**config.mk**
```make
export PLATFORM = sky130hd
export DESIGN_NAME = dump_init_params_cmd
export DESIGN_NICKNAME = d
export VERILOG_FILES = /design/src/inc/dump_init_pkg.sv /design/src/design/dump_init_params_cmd.sv
export SDC_FILE = /design/constraint.sdc
export NUM_CORES = 1
export LEC_CHECK = 0
export BUFFER_PORTS_ARGS = -buffer_cell sky130_fd_sc_hd__buf_2
export CORE_AREA = 2 2 143 159
export DETAILED_ROUTE_END_ITERATION = 16
export DIE_AREA = 0 0 145 161
export PLACE_DENSITY = 0.81
export REMOVE_ABC_BUFFERS = 1
export SYNTH_ARGS = -nofsm -noshare
export SYNTH_HDL_FRONTEND = slang
export SYNTH_SLANG_ARGS = --single-unit
```
**constraint.sdc**
```tcl
create_clock -name clk -period 6.1 [get_ports clk]
set_input_delay 0.61 -clock clk [delete_from_list [all_inputs] [get_ports clk]]
set_output_delay 0.61 -clock clk [all_outputs]
set_load 0.02 [all_outputs]
```
**src/inc/dump_init_pkg.sv**
```systemverilog
// Purpose: Constants for the initialization-parameter dump command handler.
// Assumes: Parameter block is 16-bit word addressed; short I/O takes 16-bit words at byte offsets.
// Notes: Block word offsets follow the command parameter block layout.
package dump_init_pkg;
  localparam logic [15:0] CMD_DUMP_INIT = 16'h0043;
  localparam logic [3:0] W_CMD = 4'h0;
  localparam logic [3:0] W_OPT = 4'h1;
  localparam logic [3:0] W_STATUS = 4'h2;
  localparam logic [3:0] W_VEC = 4'h4;
  localparam logic [3:0] W_IRQ_PRIORITY_LEVEL = 4'h5;
  localparam logic [3:0] W_MEMTYPE = 4'h7;
  localparam logic [3:0] W_BUF_HI = 4'h8;
  localparam logic [3:0] W_BUF_LO = 4'h9;
  localparam logic [3:0] W_LEN_HI = 4'hA;
  localparam logic [3:0] W_LEN_LO = 4'hB;
  localparam logic [3:0] LAST_IN_WORD = 4'hB;
  localparam int OPT_IRQ_ENABLE_BIT = 0;
  localparam logic [15:0] OPT_RSV_MASK = 16'hFFFE;
  localparam logic [15:0] IRQ_PRIORITY_LEVEL_RSV_MASK = 16'hFFF8;
  localparam logic [15:0] MEMTYPE_RSV_MASK = 16'hF000;
  localparam logic [15:0] MEMTYPE_AM_MASK = 16'h00FF;
  localparam logic [15:0] TRANSFER_KIND_SELECT_MASK = 16'h0C00;
  localparam logic [15:0] MEMORY_SPACE_SELECT_MASK = 16'h0300;
  localparam logic [15:0] MEMORY_SPACE_SHORT_IO = 16'h0300;
  localparam logic [4:0] LIST_WORDS = 5'h14;
  localparam logic [31:0] BYTES_PER_WORD = 32'h00000002;
  localparam logic [15:0] ST_OK = 16'h0000;
  localparam logic [15:0] ST_BAD_CODE = 16'h0001;
  localparam logic [15:0] ST_BAD_PARAM = 16'h0002;
  localparam logic [15:0] ST_SHORT_LEN = 16'h0003;
endpackage

```
**src/design/dump_init_params_cmd.sv**
```systemverilog
// Purpose: Executes the dump-initialization-parameters command from a parameter block.
// Assumes: The block words arrive on a read port with data one cycle later.
// Notes: The parameter list is presented on a word input indexed by list word.
//   Completion is signalled one cycle after the status write strobe.
// Function
// Code 0x43 in word 0 selects the dump command.
// Option bit 0 enables the completion interrupt; clear means none.
// Host zeros reserved bits in options, level and memory-type words.
// Error completion uses the vector word's low byte.
// Good completion uses the vector word's high byte.
// Interrupt at the three-bit level; level zero only without interrupt.
// Address modifier byte must be zero.
// Memory type must be binary 11, short I/O.
// Transfer type field must be zero.
// 32-bit buffer field from two words is the destination offset.
// Host should pick an offset inside host usable space.
// Never move more bytes than the maximum length allows.
// Write a 16-bit status word; zero means success.
// Write the parameter list into short I/O from the offset.
// Dumped list uses the initialization block word layout.
// Host submits only via master command entry to queue zero.
// List and status are written before the interrupt is raised.
`timescale 1ns/10ps
`default_nettype none
module dump_init_params_cmd
  import dump_init_pkg::*;
(
  input wire logic clk, // 25 MHz clock
  input wire logic rst, // synchronous reset, high
  input wire logic start, // one-cycle command start
  output logic blk_rd, // parameter block read strobe
  output logic [3:0] blk_addr, // parameter block word index
  input wire logic [15:0] blk_rdata, // block data, cycle after strobe
  output logic blk_wr, // parameter block write strobe
  output logic [15:0] blk_wdata, // block write data
  output logic [4:0] list_idx, // parameter list word index
  input wire logic [15:0] list_word, // list word at list_idx, same cycle
  output logic sio_wr, // short I/O write strobe
  output logic [31:0] sio_addr, // short I/O byte offset
  output logic [15:0] sio_wdata, // short I/O write data
  output logic irq, // completion interrupt request, level
  output logic [2:0] irq_level, // bus interrupt level
  output logic [7:0] irq_vector, // interrupt vector
  input wire logic irq_ack, // host acknowledge of the interrupt
  output logic busy, // command in progress
  output logic done // one-cycle completion pulse
);
  typedef enum logic [2:0] {IDLE, FETCH, CHECK, COPY, STATUS, FINISH} state_t;
  state_t state_ff;
  state_t nxt_state;
  logic [3:0] rd_idx_ff;
  logic rd_pend_ff;
  logic [3:0] cap_idx_ff;
  // Block words held for the check and the copy.
  logic [15:0] cmd_ff;
  logic [15:0] opt_ff;
  logic [15:0] vec_ff;
  logic [15:0] irq_priority_level_ff;
  logic [15:0] memtype_ff;
  logic [31:0] buf_ff;
  logic [31:0] len_ff;
  logic [4:0] cnt_ff;
  logic [31:0] moved_ff;
  logic [15:0] st_ff;
  // Output registers.
  logic blk_rd_ff;
  logic blk_wr_ff;
  logic sio_wr_ff;
  logic irq_ff;
  logic busy_ff;
  logic done_ff;
  logic [3:0] blk_addr_ff;
  logic [15:0] blk_wdata_ff;
  logic [15:0] sio_wdata_ff;
  logic [31:0] sio_addr_ff;
  logic [2:0] irq_level_ff;
  logic [7:0] irq_vector_ff;

  // ==========================================================
  // Validation
  // The block is judged as a whole once all words are held, so a bad word
  // in the code, option, level or memory-type fields refuses the command before any short I/O write is made.
  // code check
  wire code_ok = (cmd_ff == CMD_DUMP_INIT);
  // reserved bits
  wire opt_rsv_ok = ((opt_ff & OPT_RSV_MASK) == 16'h0000);
  wire level_rsv_ok = ((irq_priority_level_ff & IRQ_PRIORITY_LEVEL_RSV_MASK) == 16'h0000);
  wire memtype_rsv_ok = ((memtype_ff & MEMTYPE_RSV_MASK) == 16'h0000);
  wire rsv_ok = opt_rsv_ok && level_rsv_ok && memtype_rsv_ok;
  // modifier zero
  wire am_ok = ((memtype_ff & MEMTYPE_AM_MASK) == 16'h0000);
  // short I/O type
  wire memory_space_ok = ((memtype_ff & MEMORY_SPACE_SELECT_MASK) == MEMORY_SPACE_SHORT_IO);
  // transfer type zero
  wire transfer_kind_ok = ((memtype_ff & TRANSFER_KIND_SELECT_MASK) == 16'h0000);
  // enable bit
  wire completion_irq_enable = opt_ff[OPT_IRQ_ENABLE_BIT];
  // level zero rule
  wire level_ok = !(completion_irq_enable && (irq_priority_level_ff[2:0] == 3'h0));
  wire param_ok = rsv_ok && am_ok && memory_space_ok && transfer_kind_ok && level_ok;
  wire [15:0] check_status = !code_ok ? ST_BAD_CODE :
                             !param_ok ? ST_BAD_PARAM : ST_OK;
  // length limit
  wire [31:0] nxt_moved = moved_ff + BYTES_PER_WORD;
  wire room = (nxt_moved <= len_ff);
  wire list_end = (cnt_ff == LIST_WORDS);
  wire fetch_last = rd_pend_ff && (cap_idx_ff == LAST_IN_WORD);
  wire fetch_issue = (state_ff == FETCH) && (rd_idx_ff <= LAST_IN_WORD);
  // list word step
  wire copy_step = (state_ff == COPY) && !list_end && room;
  // list cut short
  wire copy_cut = (state_ff == COPY) && !list_end && !room;
  // completion after status
  wire complete = (state_ff == FINISH) && blk_wr_ff;
  // vector select
  wire [7:0] sel_vector = (st_ff == ST_OK) ? vec_ff[15:8] : vec_ff[7:0];

  // ==========================================================
  // Sequencer
  // A start outside IDLE is ignored, and FINISH holds until a raised
  // completion interrupt has been acknowledged.
  always_comb
  begin
    nxt_state = state_ff;
    unique case (state_ff)
      IDLE: if (start) nxt_state = FETCH;
      FETCH: if (fetch_last) nxt_state = CHECK;
      CHECK: nxt_state = (check_status == ST_OK) ? COPY : STATUS;
      COPY: if (list_end || !room) nxt_state = STATUS;
      STATUS: nxt_state = FINISH;
      FINISH: if (!complete && (!irq_ff || irq_ack)) nxt_state = IDLE;
    endcase
  end

  always_ff @(posedge clk)
  begin
    if (rst)
      state_ff <= IDLE;
    else
      state_ff <= nxt_state;
  end

  // ==========================================================
  // Block fetch
  // Reads are issued back to back; the index and its pending flag follow
  // the strobe so each word is caught in the cycle its data stands.
  always_ff @(posedge clk)
  begin
    if (rst)
    begin
      rd_idx_ff <= 4'h0;
      rd_pend_ff <= 1'b0;
      cap_idx_ff <= 4'h0;
      blk_rd_ff <= 1'b0;
      blk_addr_ff <= 4'h0;
    end
    else
    begin
      blk_rd_ff <= 1'b0;
      rd_pend_ff <= blk_rd_ff;
      cap_idx_ff <= blk_addr_ff;
      if (state_ff == IDLE && start)
        rd_idx_ff <= W_CMD;
      else if (fetch_issue)
      begin
        blk_rd_ff <= 1'b1;
        blk_addr_ff <= rd_idx_ff;
        rd_idx_ff <= rd_idx_ff + 4'h1;
      end
      if (state_ff == STATUS)
        blk_addr_ff <= W_STATUS;
    end
  end

  // ==========================================================
  // Block capture
  // Only the words the command uses are kept; the rest are passed over.
  always_ff @(posedge clk)
  begin
    if (rst)
    begin
      cmd_ff <= 16'h0000;
      opt_ff <= 16'h0000;
      vec_ff <= 16'h0000;
      irq_priority_level_ff <= 16'h0000;
      memtype_ff <= 16'h0000;
      buf_ff <= 32'h00000000;
      len_ff <= 32'h00000000;
    end
    else if (rd_pend_ff)
    begin
      unique case (cap_idx_ff)
        W_CMD: cmd_ff <= blk_rdata;
        W_OPT: opt_ff <= blk_rdata;
        W_VEC: vec_ff <= blk_rdata;
        W_IRQ_PRIORITY_LEVEL: irq_priority_level_ff <= blk_rdata;
        W_MEMTYPE: memtype_ff <= blk_rdata;
        // offset words
        W_BUF_HI: buf_ff[31:16] <= blk_rdata;
        W_BUF_LO: buf_ff[15:0] <= blk_rdata;
        W_LEN_HI: len_ff[31:16] <= blk_rdata;
        W_LEN_LO: len_ff[15:0] <= blk_rdata;
        default: ;
      endcase
    end
  end

  // ==========================================================
  // List copy and status
  // The length check runs before each word, so a short length ends the
  // list on a whole word and marks the status as truncated.
  always_ff @(posedge clk)
  begin
    if (rst)
    begin
      cnt_ff <= 5'h00;
      moved_ff <= 32'h00000000;
      st_ff <= ST_OK;
      sio_wr_ff <= 1'b0;
      sio_addr_ff <= 32'h00000000;
      sio_wdata_ff <= 16'h0000;
      blk_wr_ff <= 1'b0;
      blk_wdata_ff <= 16'h0000;
    end
    else
    begin
      sio_wr_ff <= 1'b0;
      blk_wr_ff <= 1'b0;
      // The status starts from the verdict of the block check.
      if (state_ff == CHECK)
      begin
        cnt_ff <= 5'h00;
        moved_ff <= 32'h00000000;
        st_ff <= check_status;
      end
      // list write
      if (copy_step)
      begin
        sio_wr_ff <= 1'b1;
        sio_addr_ff <= buf_ff + moved_ff;
        sio_wdata_ff <= list_word;
        moved_ff <= nxt_moved;
        cnt_ff <= cnt_ff + 5'h01;
      end
      // truncated list
      if (copy_cut)
        st_ff <= ST_SHORT_LEN;
      // status word
      if (state_ff == STATUS)
      begin
        blk_wr_ff <= 1'b1;
        blk_wdata_ff <= st_ff;
      end
    end
  end

  // ==========================================================
  // Completion interrupt
  // Done and the interrupt rise one cycle after the status write strobe,
  // by which time the status word is stored in the block.
  always_ff @(posedge clk)
  begin
    if (rst)
    begin
      irq_ff <= 1'b0;
      irq_level_ff <= 3'h0;
      irq_vector_ff <= 8'h00;
      done_ff <= 1'b0;
      busy_ff <= 1'b0;
    end
    else
    begin
      done_ff <= 1'b0;
      busy_ff <= (nxt_state != IDLE);
      // after status write
      if (complete)
      begin
        done_ff <= 1'b1;
        // enable gate
        irq_ff <= completion_irq_enable;
        // level
        irq_level_ff <= irq_priority_level_ff[2:0];
        // vector
        irq_vector_ff <= sel_vector;
      end
      // A new completion wins over an acknowledge in the same cycle.
      else if (irq_ack)
        irq_ff <= 1'b0;
    end
  end

  // ==========================================================
  // Output drive
  // Every output is a register copy; the list index is the copy counter.
  assign list_idx = cnt_ff;
  assign blk_rd = blk_rd_ff;
  assign blk_addr = blk_addr_ff;
  assign blk_wr = blk_wr_ff;
  assign blk_wdata = blk_wdata_ff;
  assign sio_wr = sio_wr_ff;
  assign sio_addr = sio_addr_ff;
  assign sio_wdata = sio_wdata_ff;
  assign irq = irq_ff;
  assign irq_level = irq_level_ff;
  assign irq_vector = irq_vector_ff;
  assign busy = busy_ff;
  assign done = done_ff;
endmodule
`default_nettype wire

```
==> flow_metrics.py <==
metrics = {
    "run_status": {
        "status": "finished, final reports clean",
    },
    "synthesis": {
        "syn_avg_cell_area_sq_um": 8.00,
        "synth_edf_count": 0,
        "synthTopCellsByCount": "nand2_1, dfxtp_1, a21oi_1",
        "yosysWarnings": 0,
        "synth_cell_types": 63,
        "yosysSeqAreaShare_pct": 42.1,
        "yosysTopAreaCellShare_pct": 42.1,
        "syn_area_sq_mm": 0.0126,
        "synth.most_common_cell": "nand2_1",
        "ys_top_cells_by_area": "dfxtp_1, nand2_1, a21oi_1, ha_1, mux2i_1",
        "netlist_instances": 1575,
        "synth_flop_cell": "dfxtp_1",
        "synthArstFlopShare_pct": 0,
        "yosys_register_bits": 265,
        "yosysTopAreaCell": "dfxtp_1",
    },
    "sta": {
        "skew_ns": 0.0150,
        "rsz0062_at_grt": "no",
        "timing.hold.ws_ns": 0.314,
        "min_period_ns": 5.52,
        "slew_headroom_pct": 22.7,
        "report.final.slew_viol_count": 0,
        "clock.fmax_mhz": 181,
        "final.setup.tns_ns": 0,
        "worst_pin_slew_ns": 1.16,
        "period_share_pct": 90.5,
        "setup_viol": 0,
        "finalHoldViolations": 0,
    },
    "critical_path": {
        "start_kind": "flip-flop",
        "rr_worst_depth": 17,
        "cpLargestDelayFamily": "simple AND/OR/NAND/NOR gates",
        "crit_fanout": 39,
        "path_class": "reg -> reg",
        "cp_num_buf_inv": 1,
        "path_cells": "ha_1 > and3_1 > and3_1 > and3_1 > nand3_1 > nor2b_1 > and3_1 > xor2_1 > ha_1 > nand4_1 > or4_1 > or3b_1 > a22oi_2 > nand2_2 > buf_4 > a2111oi_0 > a211o_1",
        "worst_path_max_delay_cell": "or4_1",
        "cp-end-kind": "flip-flop",
        "crit_path_frequent_cell": "and3_1",
        "cp.depth": 17,
        "slowest_delay_ns": 0.59,
        "cp.arrival_ns": 6.00,
        "worst_ep_required_time_ns": 6.58,
    },
    "worst_hold_path": {
        "hp-class": "in -> reg",
        "hold_path_depth": 3,
    },
    "detailed_routing": {
        "route.met3.wl_um": 2240,
        "wl_met1_um": 13300,
        "final_antenna_net_count": 0,
        "via_count": 10900,
        "dr.pass1.iters": 5,
        "viasPerCell": 5.63,
        "route.detailed.drc": 0,
        "wl_um": 31200,
        "wire_per_inst_um": 16.1,
        "drt_iter0_markers": 916,
        "wl_met2_um": 14600,
        "highest_layer": "met4",
    },
    "final_layout": {
        "layout-drive-gt1-share_pct": 11.0,
        "instances_no_fill": 1936,
        "layout.nets": 1724,
        "fill_cells": 1911,
        "diodes": 0,
        "finalCoreUtilization_pct": 64.3,
        "syn_to_final_growth_pct": 11.0,
    },
    "global_route": {
        "grt_max_degree": 189,
        "antenna_found_initial": 0,
        "overflow": 0,
        "track_usage_pct": 26.2,
        "grt_pass1_wl_um": 50600,
        "grt_pass1_vias": 10100,
    },
    "pwr": {
        "clkPwrFrac_pct": 45.8,
        "peakVddDrop_mv": 0.231,
        "seqPwrFrac_pct": 51.2,
        "cellPowerDensity_mw_per_mm2": 244,
        "switching_share_pct": 22.0,
        "switching_power_uw": 750,
        "power_mw": 3.41,
        "p_comb_share_pct": 3.1,
        "internal-power_mw": 2.66,
        "p_leak_nw": 5.53,
    },
    "die": {
        "fp.dieH_um": 161,
        "start_util_pct": 57.9,
        "core_area_sq_mm": 0.0218,
        "die_w_um": 145,
        "design.die.area_sq_mm": 0.0233,
        "row_count": 57,
        "io-pin-count": 126,
    },
    "placement": {
        "io_buffers": 111,
        "place_inst": 1889,
        "hpwl_um": 20400,
        "globalplace.congestion": 0.868,
    },
    "clocking": {
        "numCtsBuffers": 27,
        "ctsHtreeMaxLevel": 1,
        "ctsHoldBuffers": 0,
        "cts_root_buffer": "clkbuf_16",
        "clock_latency_ns": 0.54,
        "clk_path_buf_depth": 3,
        "cts_tree": "done",
        "post_cts_resized": 0,
        "clk_pin_slew_ns": 0.06,
        "cts_setup_buffers": 0,
        "cts_sinks": 265,
    },
    "flow_run": {
        "max-cap-violations": 0,
    },
}
## layout by cell type (no fill, tap or decap), drive strengths merged, types with 3 or more instances in the layout
cell type	instances
a211o	4
a211oi	11
a21o	13
a21oi	221
a311oi	20
a31oi	8
and2	4
and3	21
buf	121
clkbuf	46
conb	14
dfxtp	265
ha	65
inv	47
mux2i	41
nand2	372
nand2b	16
nand3	48
nand3b	4
nand4	17
nor2	90
nor2b	11
nor3	20
nor3b	3
nor4	14
nor4b	5
o211ai	4
o21a	6
o21ai	36
o31ai	4
o41ai	3
or2	5
or3	4
xnor2	30
xor2	21
## worst paths after layout
check | from | to | slack, ns
setup / recovery | moved_ff[1]$_SDFFE_PP0P_ | sio_addr[24]$_SDFFE_PP0P_ | 0.58
hold / removal | list_word[9] | sio_wdata[9]$_SDFFE_PP0P_ | 0.31
setup reg to reg | moved_ff[1]$_SDFFE_PP0P_ | sio_addr[24]$_SDFFE_PP0P_ | 0.58
hold reg to reg | sio_addr[16]$_SDFFE_PP0P_ | sio_addr[16]$_SDFFE_PP0P_ | 0.45
## through the flow
step	setup WS [ns]	cell area (sq um)
final	0.577	14000
after global routing	0.156	14000
after CTS	0.613	14000
after detailed placement	0.674	13200
after global placement	0.926	13200
after floorplan	1.03	12100
## layout make-up
cell class | count | area (sq um) | share of cell area, %
multi-input cells | 1161 | 6640 | 47.5
flip-flops and latches | 265 | 5310 | 37.9
clock buffers | 45 | 813 | 5.82
repair buffers | 122 | 672 | 4.81
well taps | 295 | 369 | 2.64
inverters | 46 | 173 | 1.24
clock inverters | 2 | 13.8 | 0.0984
## flip-flops by register name, indices dropped and copies added (netlist names), 8 cells and up
register               flops
moved_ff                  31
sio_wdata                 16
sio_addr                  32
irq_priority_level_ff     16
irq_vector                 8
vec_ff                    16
cmd_ff                    16
len_ff                    32
buf_ff                    32
opt_ff                    16
memtype_ff                16
## per-layer routing
layer / up-vias / global-route usage [%]
li1: 5456 / -
met1: 4983 / 34.8
met2: 373 / 43.7
met3: 78 / 3.70
met4: 0 / 9.54
met5: - / 0
## power groups by stage
stage          Clock [mW]  Sequential [mW]  Combinational [mW]
6_report             1.56             1.74               0.104
5_1_grt              1.66             1.74               0.111
4_1_cts              1.59             1.74               0.103
3_5_place_dp            0             1.78               0.102
3_3_place_gp            0             1.78               0.102
2_1_floorplan           0             1.78              0.0263
## cells by family after synthesis
kind of cell,count (synthesis),share of synthesized area (%)
AO/OA/AOI/OAI,347,16.5
XOR/XNOR,51,3.55
adder cells (fa/ha/maj),65,6.46
buffers and inverters,162,5.57
flip-flops,265,42.1
multiplexers,41,3.26
other,1,0.0298
AND/OR/NAND/NOR,643,22.6
## worst register-to-register path: stages (launching register included)
cell	delay (ns)
dfxtp_1	0.41
ha_1	0.24
and3_1	0.26
and3_1	0.31
and3_1	0.36
nand3_1	0.20
nor2b_1	0.29
and3_1	0.27
xor2_1	0.09
ha_1	0.30
nand4_1	0.15
or4_1	0.59
or3b_1	0.41
a22oi_2	0.31
nand2_2	0.23
buf_4	0.33
a2111oi_0	0.54
a211o_1	0.18
No activity file was read; power rests on OpenSTA's default activity.
